### src/rtl/asc_defines.svh
// Timing constants and bus widths for the asynchronous SRAM host controller
`ifndef ASC_DEFINES_SVH
`define ASC_DEFINES_SVH

// ==========================================================================
// Bus widths
`define ASC_ADDR_W                 18
`define ASC_DATA_W                 16

// ==========================================================================
// Clock period in ps (250 MHz)
`define ASC_CLK_PS                 4000

// ==========================================================================
// Device timing in ps, slow grade figures so either grade is met
`define ASC_READ_CYCLE_PS          55000
`define ASC_ADDRESS_ACCESS_PS      55000
`define ASC_ADDRESS_CHANGE_HOLD_PS 10000
`define ASC_GATE_ACCESS_PS         25000
`define ASC_BYTE_ACCESS_PS         25000
`define ASC_WRITE_CYCLE_PS         55000
`define ASC_ADDR_TO_WR_END_PS      45000
`define ASC_ADDR_TO_WR_START_PS    0
`define ASC_ADDR_HOLD_AFTER_WR_PS  0
`define ASC_DATA_SETUP_PS          25000
`define ASC_DATA_HOLD_PS           0
`define ASC_STROBE_LOW_FLOAT_PS    20000
`define ASC_STROBE_HIGH_DRIVE_PS   10000
`define ASC_STROBE_PULSE_PS        40000
`define ASC_GATE_HIGH_FLOAT_PS     18000

// ==========================================================================
// Cycle counts, least times rounded up
`define ASC_CEIL(ps)  (((ps) + `ASC_CLK_PS - 1) / `ASC_CLK_PS)
`define ASC_MAX1(n)   (((n) < 1) ? 1 : (n))
// Read sample point covers address access and gate and byte access
`define ASC_RD_CYC    `ASC_MAX1(`ASC_CEIL(`ASC_ADDRESS_ACCESS_PS))
// Strobe low: setup+float alone, which also covers pulse width and address-to-end
`define ASC_WR_CYC    `ASC_MAX1(`ASC_CEIL(`ASC_DATA_SETUP_PS + `ASC_STROBE_LOW_FLOAT_PS))
// Turnaround after a write or read before the next access
`define ASC_REC_CYC   `ASC_MAX1(`ASC_CEIL(`ASC_STROBE_HIGH_DRIVE_PS))
`define ASC_CNT_W     5

`endif

### src/rtl/asc_pkg.sv
// Types shared by the SRAM host controller
package asc_pkg;

  // ========================================================================
  // Pins toward the SRAM, all control pins active low except chip_select_high
  typedef struct packed {
    logic [17:0] addr;
    logic        chip_select_low_n;
    logic        chip_select_high;
    logic        write_strobe_n;
    logic        output_gate_n;
    logic        upper_byte_select_n;
    logic        lower_byte_select_n;
  } asc_pins_t;

  // ========================================================================
  // User request
  typedef struct packed {
    logic        write;
    logic [17:0] addr;
    logic [15:0] wdata;
    logic [1:0]  byte_en;
  } asc_req_t;

  typedef enum logic [2:0] {
    ASC_IDLE,
    ASC_RD,
    ASC_WR,
    ASC_REC
  } asc_state_t;

endpackage : asc_pkg

### src/rtl/asc_ctrl.sv
// Host controller driving an asynchronous 256K x 16 SRAM with error flag
// Function
// - Write starts only with strobe low, chip selected and a byte select low.
// - Write data valid 25 ns before terminating edge, held 0 ns after.
// - Write strobe stays high for every read cycle.
// - Strobe low pulse lasts at least data setup plus strobe-to-float time.
// - Address stable 35 or 45 ns before write ends.
// - Address set 0 ns before write start, kept 0 ns after end.
// - Address never moves before the terminating write edge.
`timescale 1ns/1ps
`include "asc_defines.svh"
module asc_ctrl (
  input  wire logic             ref_clk,
  input  wire logic             nrst,
  input  wire logic             req_valid,
  input  wire asc_pkg::asc_req_t req,
  output logic                  req_ready,
  output logic                  rsp_valid,
  output logic [15:0]           rsp_rdata,
  output logic                  rsp_err,
  output asc_pkg::asc_pins_t    pins,
  output logic [15:0]           data_out,
  output logic [15:0]           data_oe,
  input  wire logic [15:0]      data_in,
  input  wire logic             err_in
);

  asc_pkg::asc_state_t state_ff;
  asc_pkg::asc_state_t nxt_state;
  asc_pkg::asc_pins_t  pins_ff;
  asc_pkg::asc_pins_t  nxt_pins;
  logic [15:0]         dout_ff;
  logic [15:0]         nxt_dout;
  logic                drive_ff;
  logic                nxt_drive;
  logic                rsp_valid_ff;
  logic                nxt_rsp_valid;
  logic [15:0]         rdata_ff;
  logic [15:0]         nxt_rdata;
  logic                rerr_ff;
  logic                nxt_rerr;
  logic                cnt_load;
  logic [4:0]          cnt_value;
  logic                cnt_done;

  localparam logic [4:0] RD_CYC  = 5'(`ASC_RD_CYC);
  localparam logic [4:0] WR_CYC  = 5'(`ASC_WR_CYC);
  localparam logic [4:0] REC_CYC = 5'(`ASC_REC_CYC);
  localparam int         RD_DLY  = `ASC_RD_CYC;
  localparam int         REC_DLY = `ASC_REC_CYC;

  asc_counter u_cnt (
    .ref_clk (ref_clk),
    .nrst    (nrst),
    .load    (cnt_load),
    .value   (cnt_value),
    .done    (cnt_done)
  );

  // ========================================================================
  // Sequencer
  // Address and selects are set on the same edge as the strobe falls and kept
  // until REC_CYC cycles after it rises, so the strobe alone ends every write.
  always_comb begin
    nxt_state     = state_ff;
    nxt_pins      = pins_ff;
    nxt_dout      = dout_ff;
    nxt_drive     = drive_ff;
    nxt_rsp_valid = 1'b0;
    nxt_rdata     = rdata_ff;
    nxt_rerr      = rerr_ff;
    cnt_load      = 1'b0;
    cnt_value     = 5'h00;
    unique case (state_ff)
      asc_pkg::ASC_IDLE: begin
        if (req_valid) begin
          nxt_pins.addr                = req.addr;
          nxt_pins.chip_select_low_n   = 1'b0;
          nxt_pins.chip_select_high    = 1'b1;
          nxt_pins.upper_byte_select_n = ~req.byte_en[1];
          nxt_pins.lower_byte_select_n = ~req.byte_en[0];
          cnt_load                     = 1'b1;
          if (req.write && (req.byte_en != 2'b00)) begin
            nxt_pins.write_strobe_n = 1'b0;
            nxt_pins.output_gate_n  = 1'b1;
            nxt_dout                = req.wdata;
            nxt_drive               = 1'b1;
            cnt_value               = WR_CYC;
            nxt_state               = asc_pkg::ASC_WR;
          end else begin
            nxt_pins.write_strobe_n = 1'b1;
            nxt_pins.output_gate_n  = 1'b0;
            nxt_drive               = 1'b0;
            cnt_value               = RD_CYC;
            nxt_state               = asc_pkg::ASC_RD;
          end
        end
      end
      asc_pkg::ASC_RD: begin
        if (cnt_done) begin
          nxt_rsp_valid          = 1'b1;
          nxt_rdata              = data_in;
          nxt_rerr               = err_in;
          nxt_pins.output_gate_n = 1'b1;
          cnt_load               = 1'b1;
          cnt_value              = REC_CYC;
          nxt_state              = asc_pkg::ASC_REC;
        end
      end
      asc_pkg::ASC_WR: begin
        if (cnt_done) begin
          // Data driven one more cycle, address kept until the next request: hold after edge is 0 ns
          nxt_pins.write_strobe_n = 1'b1;
          nxt_rsp_valid           = 1'b1;
          cnt_load                = 1'b1;
          cnt_value               = REC_CYC;
          nxt_state               = asc_pkg::ASC_REC;
        end
      end
      asc_pkg::ASC_REC: begin
        nxt_drive = 1'b0;
        if (cnt_done) begin
          nxt_pins.chip_select_low_n   = 1'b1;
          nxt_pins.chip_select_high    = 1'b0;
          nxt_pins.upper_byte_select_n = 1'b1;
          nxt_pins.lower_byte_select_n = 1'b1;
          nxt_state                    = asc_pkg::ASC_IDLE;
        end
      end
      default: begin
        nxt_state = asc_pkg::ASC_IDLE;
      end
    endcase
  end

  always_ff @(posedge ref_clk or negedge nrst) begin
    if (!nrst) begin
      state_ff     <= asc_pkg::ASC_IDLE;
      pins_ff      <= '{addr: 18'h00000, chip_select_low_n: 1'b1, chip_select_high: 1'b0,
                        write_strobe_n: 1'b1, output_gate_n: 1'b1,
                        upper_byte_select_n: 1'b1, lower_byte_select_n: 1'b1};
      dout_ff      <= 16'h0000;
      drive_ff     <= 1'b0;
      rsp_valid_ff <= 1'b0;
      rdata_ff     <= 16'h0000;
      rerr_ff      <= 1'b0;
    end else begin
      state_ff     <= nxt_state;
      pins_ff      <= nxt_pins;
      dout_ff      <= nxt_dout;
      drive_ff     <= nxt_drive;
      rsp_valid_ff <= nxt_rsp_valid;
      rdata_ff     <= nxt_rdata;
      rerr_ff      <= nxt_rerr;
    end
  end

  assign req_ready = (state_ff == asc_pkg::ASC_IDLE);
  assign rsp_valid = rsp_valid_ff;
  assign rsp_rdata = rdata_ff;
  assign rsp_err   = rerr_ff;
  assign pins      = pins_ff;
  assign data_out  = dout_ff;
  assign data_oe   = {16{drive_ff}};

  // ========================================================================
  // Checks
  logic [4:0] strobe_low_ff;
  logic [4:0] nxt_strobe_low;

  // Strobe low length, saturating so a stuck strobe cannot wrap to a short count
  always_comb begin
    nxt_strobe_low = 5'h00;
    if (!pins_ff.write_strobe_n && (strobe_low_ff != 5'h1f)) begin
      nxt_strobe_low = strobe_low_ff + 5'h01;
    end else if (!pins_ff.write_strobe_n) begin
      nxt_strobe_low = strobe_low_ff;
    end
  end

  always_ff @(posedge ref_clk or negedge nrst) begin
    if (!nrst) begin
      strobe_low_ff <= 5'h00;
    end else begin
      strobe_low_ff <= nxt_strobe_low;
    end
  end

  a_write_needs_sel: assert property (@(posedge ref_clk) disable iff (!nrst)
    !pins_ff.write_strobe_n |-> (!pins_ff.chip_select_low_n && pins_ff.chip_select_high
      && !(pins_ff.upper_byte_select_n && pins_ff.lower_byte_select_n)))
    else $error("strobe low without selects");
  a_read_strobe_high: assert property (@(posedge ref_clk) disable iff (!nrst)
    !pins_ff.output_gate_n |-> pins_ff.write_strobe_n)
    else $error("strobe low during read");
  a_strobe_pulse_len: assert property (@(posedge ref_clk) disable iff (!nrst)
    $rose(pins_ff.write_strobe_n) |-> (strobe_low_ff >= WR_CYC))
    else $error("strobe pulse too short");
  a_addr_stable_wr: assert property (@(posedge ref_clk) disable iff (!nrst)
    !pins_ff.write_strobe_n |=> $stable(pins_ff.addr))
    else $error("address moved during write");
  a_data_held_wr: assert property (@(posedge ref_clk) disable iff (!nrst)
    $rose(pins_ff.write_strobe_n) |-> $stable(dout_ff) && drive_ff)
    else $error("write data not held at edge");
  a_sel_combo: assert property (@(posedge ref_clk) disable iff (!nrst)
    pins_ff.chip_select_low_n == !pins_ff.chip_select_high)
    else $error("chip selects disagree");
  a_read_sample: assert property (@(posedge ref_clk) disable iff (!nrst)
    $fell(pins_ff.output_gate_n) |-> ##RD_DLY rsp_valid_ff)
    else $error("read answer late or early");
  a_no_drive_read: assert property (@(posedge ref_clk) disable iff (!nrst)
    !pins_ff.output_gate_n |-> !drive_ff)
    else $error("host drives during read");
  a_req_back: assert property (@(posedge ref_clk) disable iff (!nrst)
    $rose(rsp_valid_ff) |-> ##REC_DLY req_ready)
    else $error("recovery count wrong");

  c_read: cover property (@(posedge ref_clk) disable iff (!nrst)
    rsp_valid_ff && pins_ff.write_strobe_n && !drive_ff);
  c_write: cover property (@(posedge ref_clk) disable iff (!nrst) $rose(pins_ff.write_strobe_n));
  c_err: cover property (@(posedge ref_clk) disable iff (!nrst) rsp_valid_ff && rerr_ff);

endmodule : asc_ctrl

### src/rtl/asc_counter.sv
// Down counter timing one access phase
`timescale 1ns/1ps
module asc_counter (
  input  wire logic       ref_clk,
  input  wire logic       nrst,
  input  wire logic       load,
  input  wire logic [4:0] value,
  output logic            done
);

  logic [4:0] cnt_ff;
  logic [4:0] nxt_cnt;

  // ========================================================================
  // Count
  always_comb begin
    nxt_cnt = cnt_ff;
    if (load) begin
      nxt_cnt = value;
    end else if (cnt_ff != 5'h00) begin
      nxt_cnt = cnt_ff - 5'h01;
    end
  end

  always_ff @(posedge ref_clk or negedge nrst) begin
    if (!nrst) begin
      cnt_ff <= 5'h00;
    end else begin
      cnt_ff <= nxt_cnt;
    end
  end

  // Done depends on the count alone, since load is itself computed from done
  assign done = (cnt_ff == 5'h01);

endmodule : asc_counter

### config.mk
export PLATFORM = sky130hd
export DESIGN_NAME = asc_ctrl
export DESIGN_NICKNAME = d
export VERILOG_FILES = /design/src/rtl/asc_pkg.sv /design/src/rtl/asc_ctrl.sv /design/src/rtl/asc_counter.sv
export VERILOG_INCLUDE_DIRS = /design/src /design/src/rtl
export SDC_FILE = /design/constraint.sdc
export NUM_CORES = 1
export LEC_CHECK = 0
export BUFFER_PORTS_ARGS = -buffer_cell sky130_fd_sc_hd__buf_4
export CAP_MARGIN = 40
export CORE_UTILIZATION = 49
export CTS_BUF_LIST = sky130_fd_sc_hd__clkbuf_8
export CTS_CLUSTER_DIAMETER = 50
export CTS_CLUSTER_SIZE = 28
export DETAILED_ROUTE_END_ITERATION = 10
export PLACE_DENSITY = 0.82
export SYNTH_ARGS = -nofsm -noshare
export SYNTH_HDL_FRONTEND = slang
export SYNTH_SLANG_ARGS = --single-unit
### constraint.sdc
create_clock -name ref_clk -period 2.1 [get_ports ref_clk]
set_clock_uncertainty 0.05 [all_clocks]
set_input_delay 0.42 -clock ref_clk [delete_from_list [all_inputs] [get_ports ref_clk]]
set_output_delay 0.42 -clock ref_clk [all_outputs]
set_load 0.03 [all_outputs]
==> reports/summary.txt <==
Core ar. - 5890 µm²
Row cnt - 28
Pin count of the biggest net entering global routing - 35
Die area - 6400 µm²
Router iterations before antenna repair - 4
Syn_nets - 283
Cell Area, Placed - 3980 µm²
Layout cell share with drive strength beyond 1 - 63.4%
Wl on met1 - 2460 µm
Pwr/cell area - 1790 nW/µm²
CTS tree - built
Die X - 80.0 µm
Sequential cell area fraction in the yosys report - 55.6%
Max Fclk - 503 MHz
Distinct cells, synth - 39
Critical path depth - 4
Clock root buffer - clkbuf_8
Vias in the first global route - 2166
Req. time, crit path - 1.63 ns
Fill cells - 404
Leakage power - 2.04 nW
Post-DR vias/cell - 5.14
Top delay family on crit path - buffers and inverters
Final Hold Fails - 0
R2R depth - 5
GRT overflow - 0
CP peak stage delay - 0.43 ns
Yosys top cell by area - dfrtp_1
RSZ-0062 raised after global routing - false
Slew @ Worst Pin - 0.476 ns
Critical path cell sequence - inv_1 -> ha_2 -> buf_4 -> buf_4
Postcts setup bufs - 0
I/O pin count - 132
IO Port Bufs - 131
Routability Congestion - 0.821
Critical Path AT - 1.52 ns
P&R area growth vs syn - 40.6%
CP max FO - 13
Finished layout cell area - 4190 µm²
Period utilization - 94.7%
Met2 WL - 3260 µm
Cell with the most instances after synthesis - dfrtp_1
Crit Path Category - flop to output port
Highest metal used - met4
Setup TNS - 0 ns
Die height - 80.0 µm
Peak supply drop - 1.17 mV
Post-synth top area share - 51.2%
Clk_lat worst skew - 0.34 ns
Ys Warns - 0
Max Slew Vio Count - 0
CTS clk-pin slew, worst paths - 0.07 ns
Avg WL per Cell - 14.8 µm
Total number of vias - 2185
Setup violators final - 0
Worst slew margin - 67.9%
# DRC - 0
Final min period - 1.99 ns
Antenna-violating nets left - 0
CP Launch Type - flop
Ant. Diodes - 0
Status - complete, no violations
Area contributors post-synth - dfrtp_1, mux2_2, mux2_4
Hold depth - 2
Slowest cell on crit path - dfrtp_1
MaxCap Viol Count - 0
Synthesized instance count - 219
Most used DFF post-synth - dfrtp_1
Antenna violations before repair - 0
First-pass GRT wire length - 10100 µm
Yosys reg bits - 66
Number of synthesized flops with an enable pin - 0
Hpwl dp - 4650 µm
Drt initial violations - 85
Critical Path Most Common Cell - buf_4
TritonCTS Buffers - 9
Class of the worst hold path - primary input to flop
Async set-reset flop share out of synthesis - 100%
Post-synth top cells - dfrtp_1, mux2_2, buf_4, a21oi_1, mux2_4
CP bufs+invs - 3
Htree depth - 3
Clock sinks - 66
Mapped Avg Cell Area - 13.6 µm²
Initial Util - 50.7%
Power, Total - 7.51 mW
Post-Syn Area - 2980 µm²
Worst Setup End Kind - output port
GRT Resource Usage Total - 20.9%
Clk buf depth - 2
Nets - 410
WHS - 0.255 ns
Post-Route WL - 6280 µm
Metal3 WL - 486 µm
==> repair_timing <==
| item | CTS | global route |
|---|---|---|
| resized for setup | 1 | 0 |
| hold endpoints to repair | 30 | 0 |
| hold buffers | 1 | 0 |
| endpoints found under the setup margin | 1 | 0 |
==> cell usage in the layout, fill, tap and decap left out, types with 2 or more instances in the layout <==
cell	instances
nor2b_1	2
bufinv_16	2
a31o_2	2
inv_1	8
clkbuf_8	9
dfrtp_1	61
nand2_1	3
o22a_1	2
a211oi_1	2
buf_4	137
mux2_4	9
o2bb2ai_1	2
ha_1	6
o22ai_1	2
nor2_1	8
nand2b_1	4
xnor2_1	2
mux2_2	45
o21ai_0	6
clkinv_2	3
dfstp_2	5
a21oi_1	9
==> final cells by class <==
| type | count | area (µm²) | area share (%) |
|---|---|---|---|
| timing repair buffer | 140 | 1070 | 25.5 |
| multi-input combinational | 121 | 1140 | 27.1 |
| clock inverter | 6 | 82.6 | 1.97 |
| sequential | 66 | 1660 | 39.5 |
| tap | 75 | 93.8 | 2.24 |
| clock buffer | 9 | 124 | 2.95 |
| inverter | 8 | 30.0 | 0.716 |
==> flip-flops by register name, summed over array words and instances, names as in the netlist <==
| register | flops |
|---|---|
| pins | 24 |
| data_out | 16 |
| rsp_rdata | 16 |
| u_cnt.cnt_ff | 5 |
| state_ff | 2 |
| drive_ff | 1 |
| rsp_err | 1 |
| rsp_valid | 1 |
==> routing by layer <==
| metal | vias up | track usage, % |
|---|---|---|
| met1 | 1096 | 24.4 |
| li1 | 1003 | - |
| met5 | - | 0 |
| met4 | 0 | 6.79 |
| met3 | 7 | 7.89 |
| met2 | 79 | 35.5 |
==> power breakdown <==
group | switching [mW] | internal (mW)
Combinational | 2.29 | 1.78
Clock | 0.473 | 0.655
Sequential | 0.401 | 1.91
==> worst reg2reg max path: cells and delay by family (launching register included) <==
kind                     cells  cell delay (ns)
flip-flops                   1             0.43
multiplexers                 1             0.28
adder cells (fa/ha/maj)      1             0.32
buffers and inverters        2             0.34
AO/OA/AOI/OAI                1             0.29
==> cells by family after synthesis <==
family | Yosys count | synth area share (%)
xor+xnor | 2 | 0.587
buf+inv | 32 | 6.42
simple gates | 26 | 5.66
mux | 55 | 21.9
flops | 66 | 55.6
compound gates | 31 | 6.96
fa+ha+maj | 7 | 2.94
==> path summary, 6_finish.rpt <==
check                                         from                       end  slack, ns
setup / recovery           state_ff[0]$_DFFE_PN0P_                 req_ready       0.11
hold / removal                             req[16]  data_out[14]$_DFFE_PN0P_       0.25
setup reg to reg           state_ff[0]$_DFFE_PN0P_   data_out[9]$_DFFE_PN0P_       0.26
hold reg to reg               pins[10]$_DFFE_PN0P_      pins[10]$_DFFE_PN0P_       0.46
max in group asynchronous                     nrst       pins[5]$_DFFE_PN1P_       0.88
min in group asynchronous                     nrst  data_out[11]$_DFFE_PN0P_       0.52
==> metrics by stage <==
stage               setup WS [ns]  utilization (%)  instances
finish                      0.111             71.3        425
global route               0.0120             71.3        425
CTS                        0.0851             71.3        425
detailed placement          0.106             67.5        409
global placement          0.00950             67.3        408
floorplan                   0.145                -        219
Power figures use the tool's default switching activity.
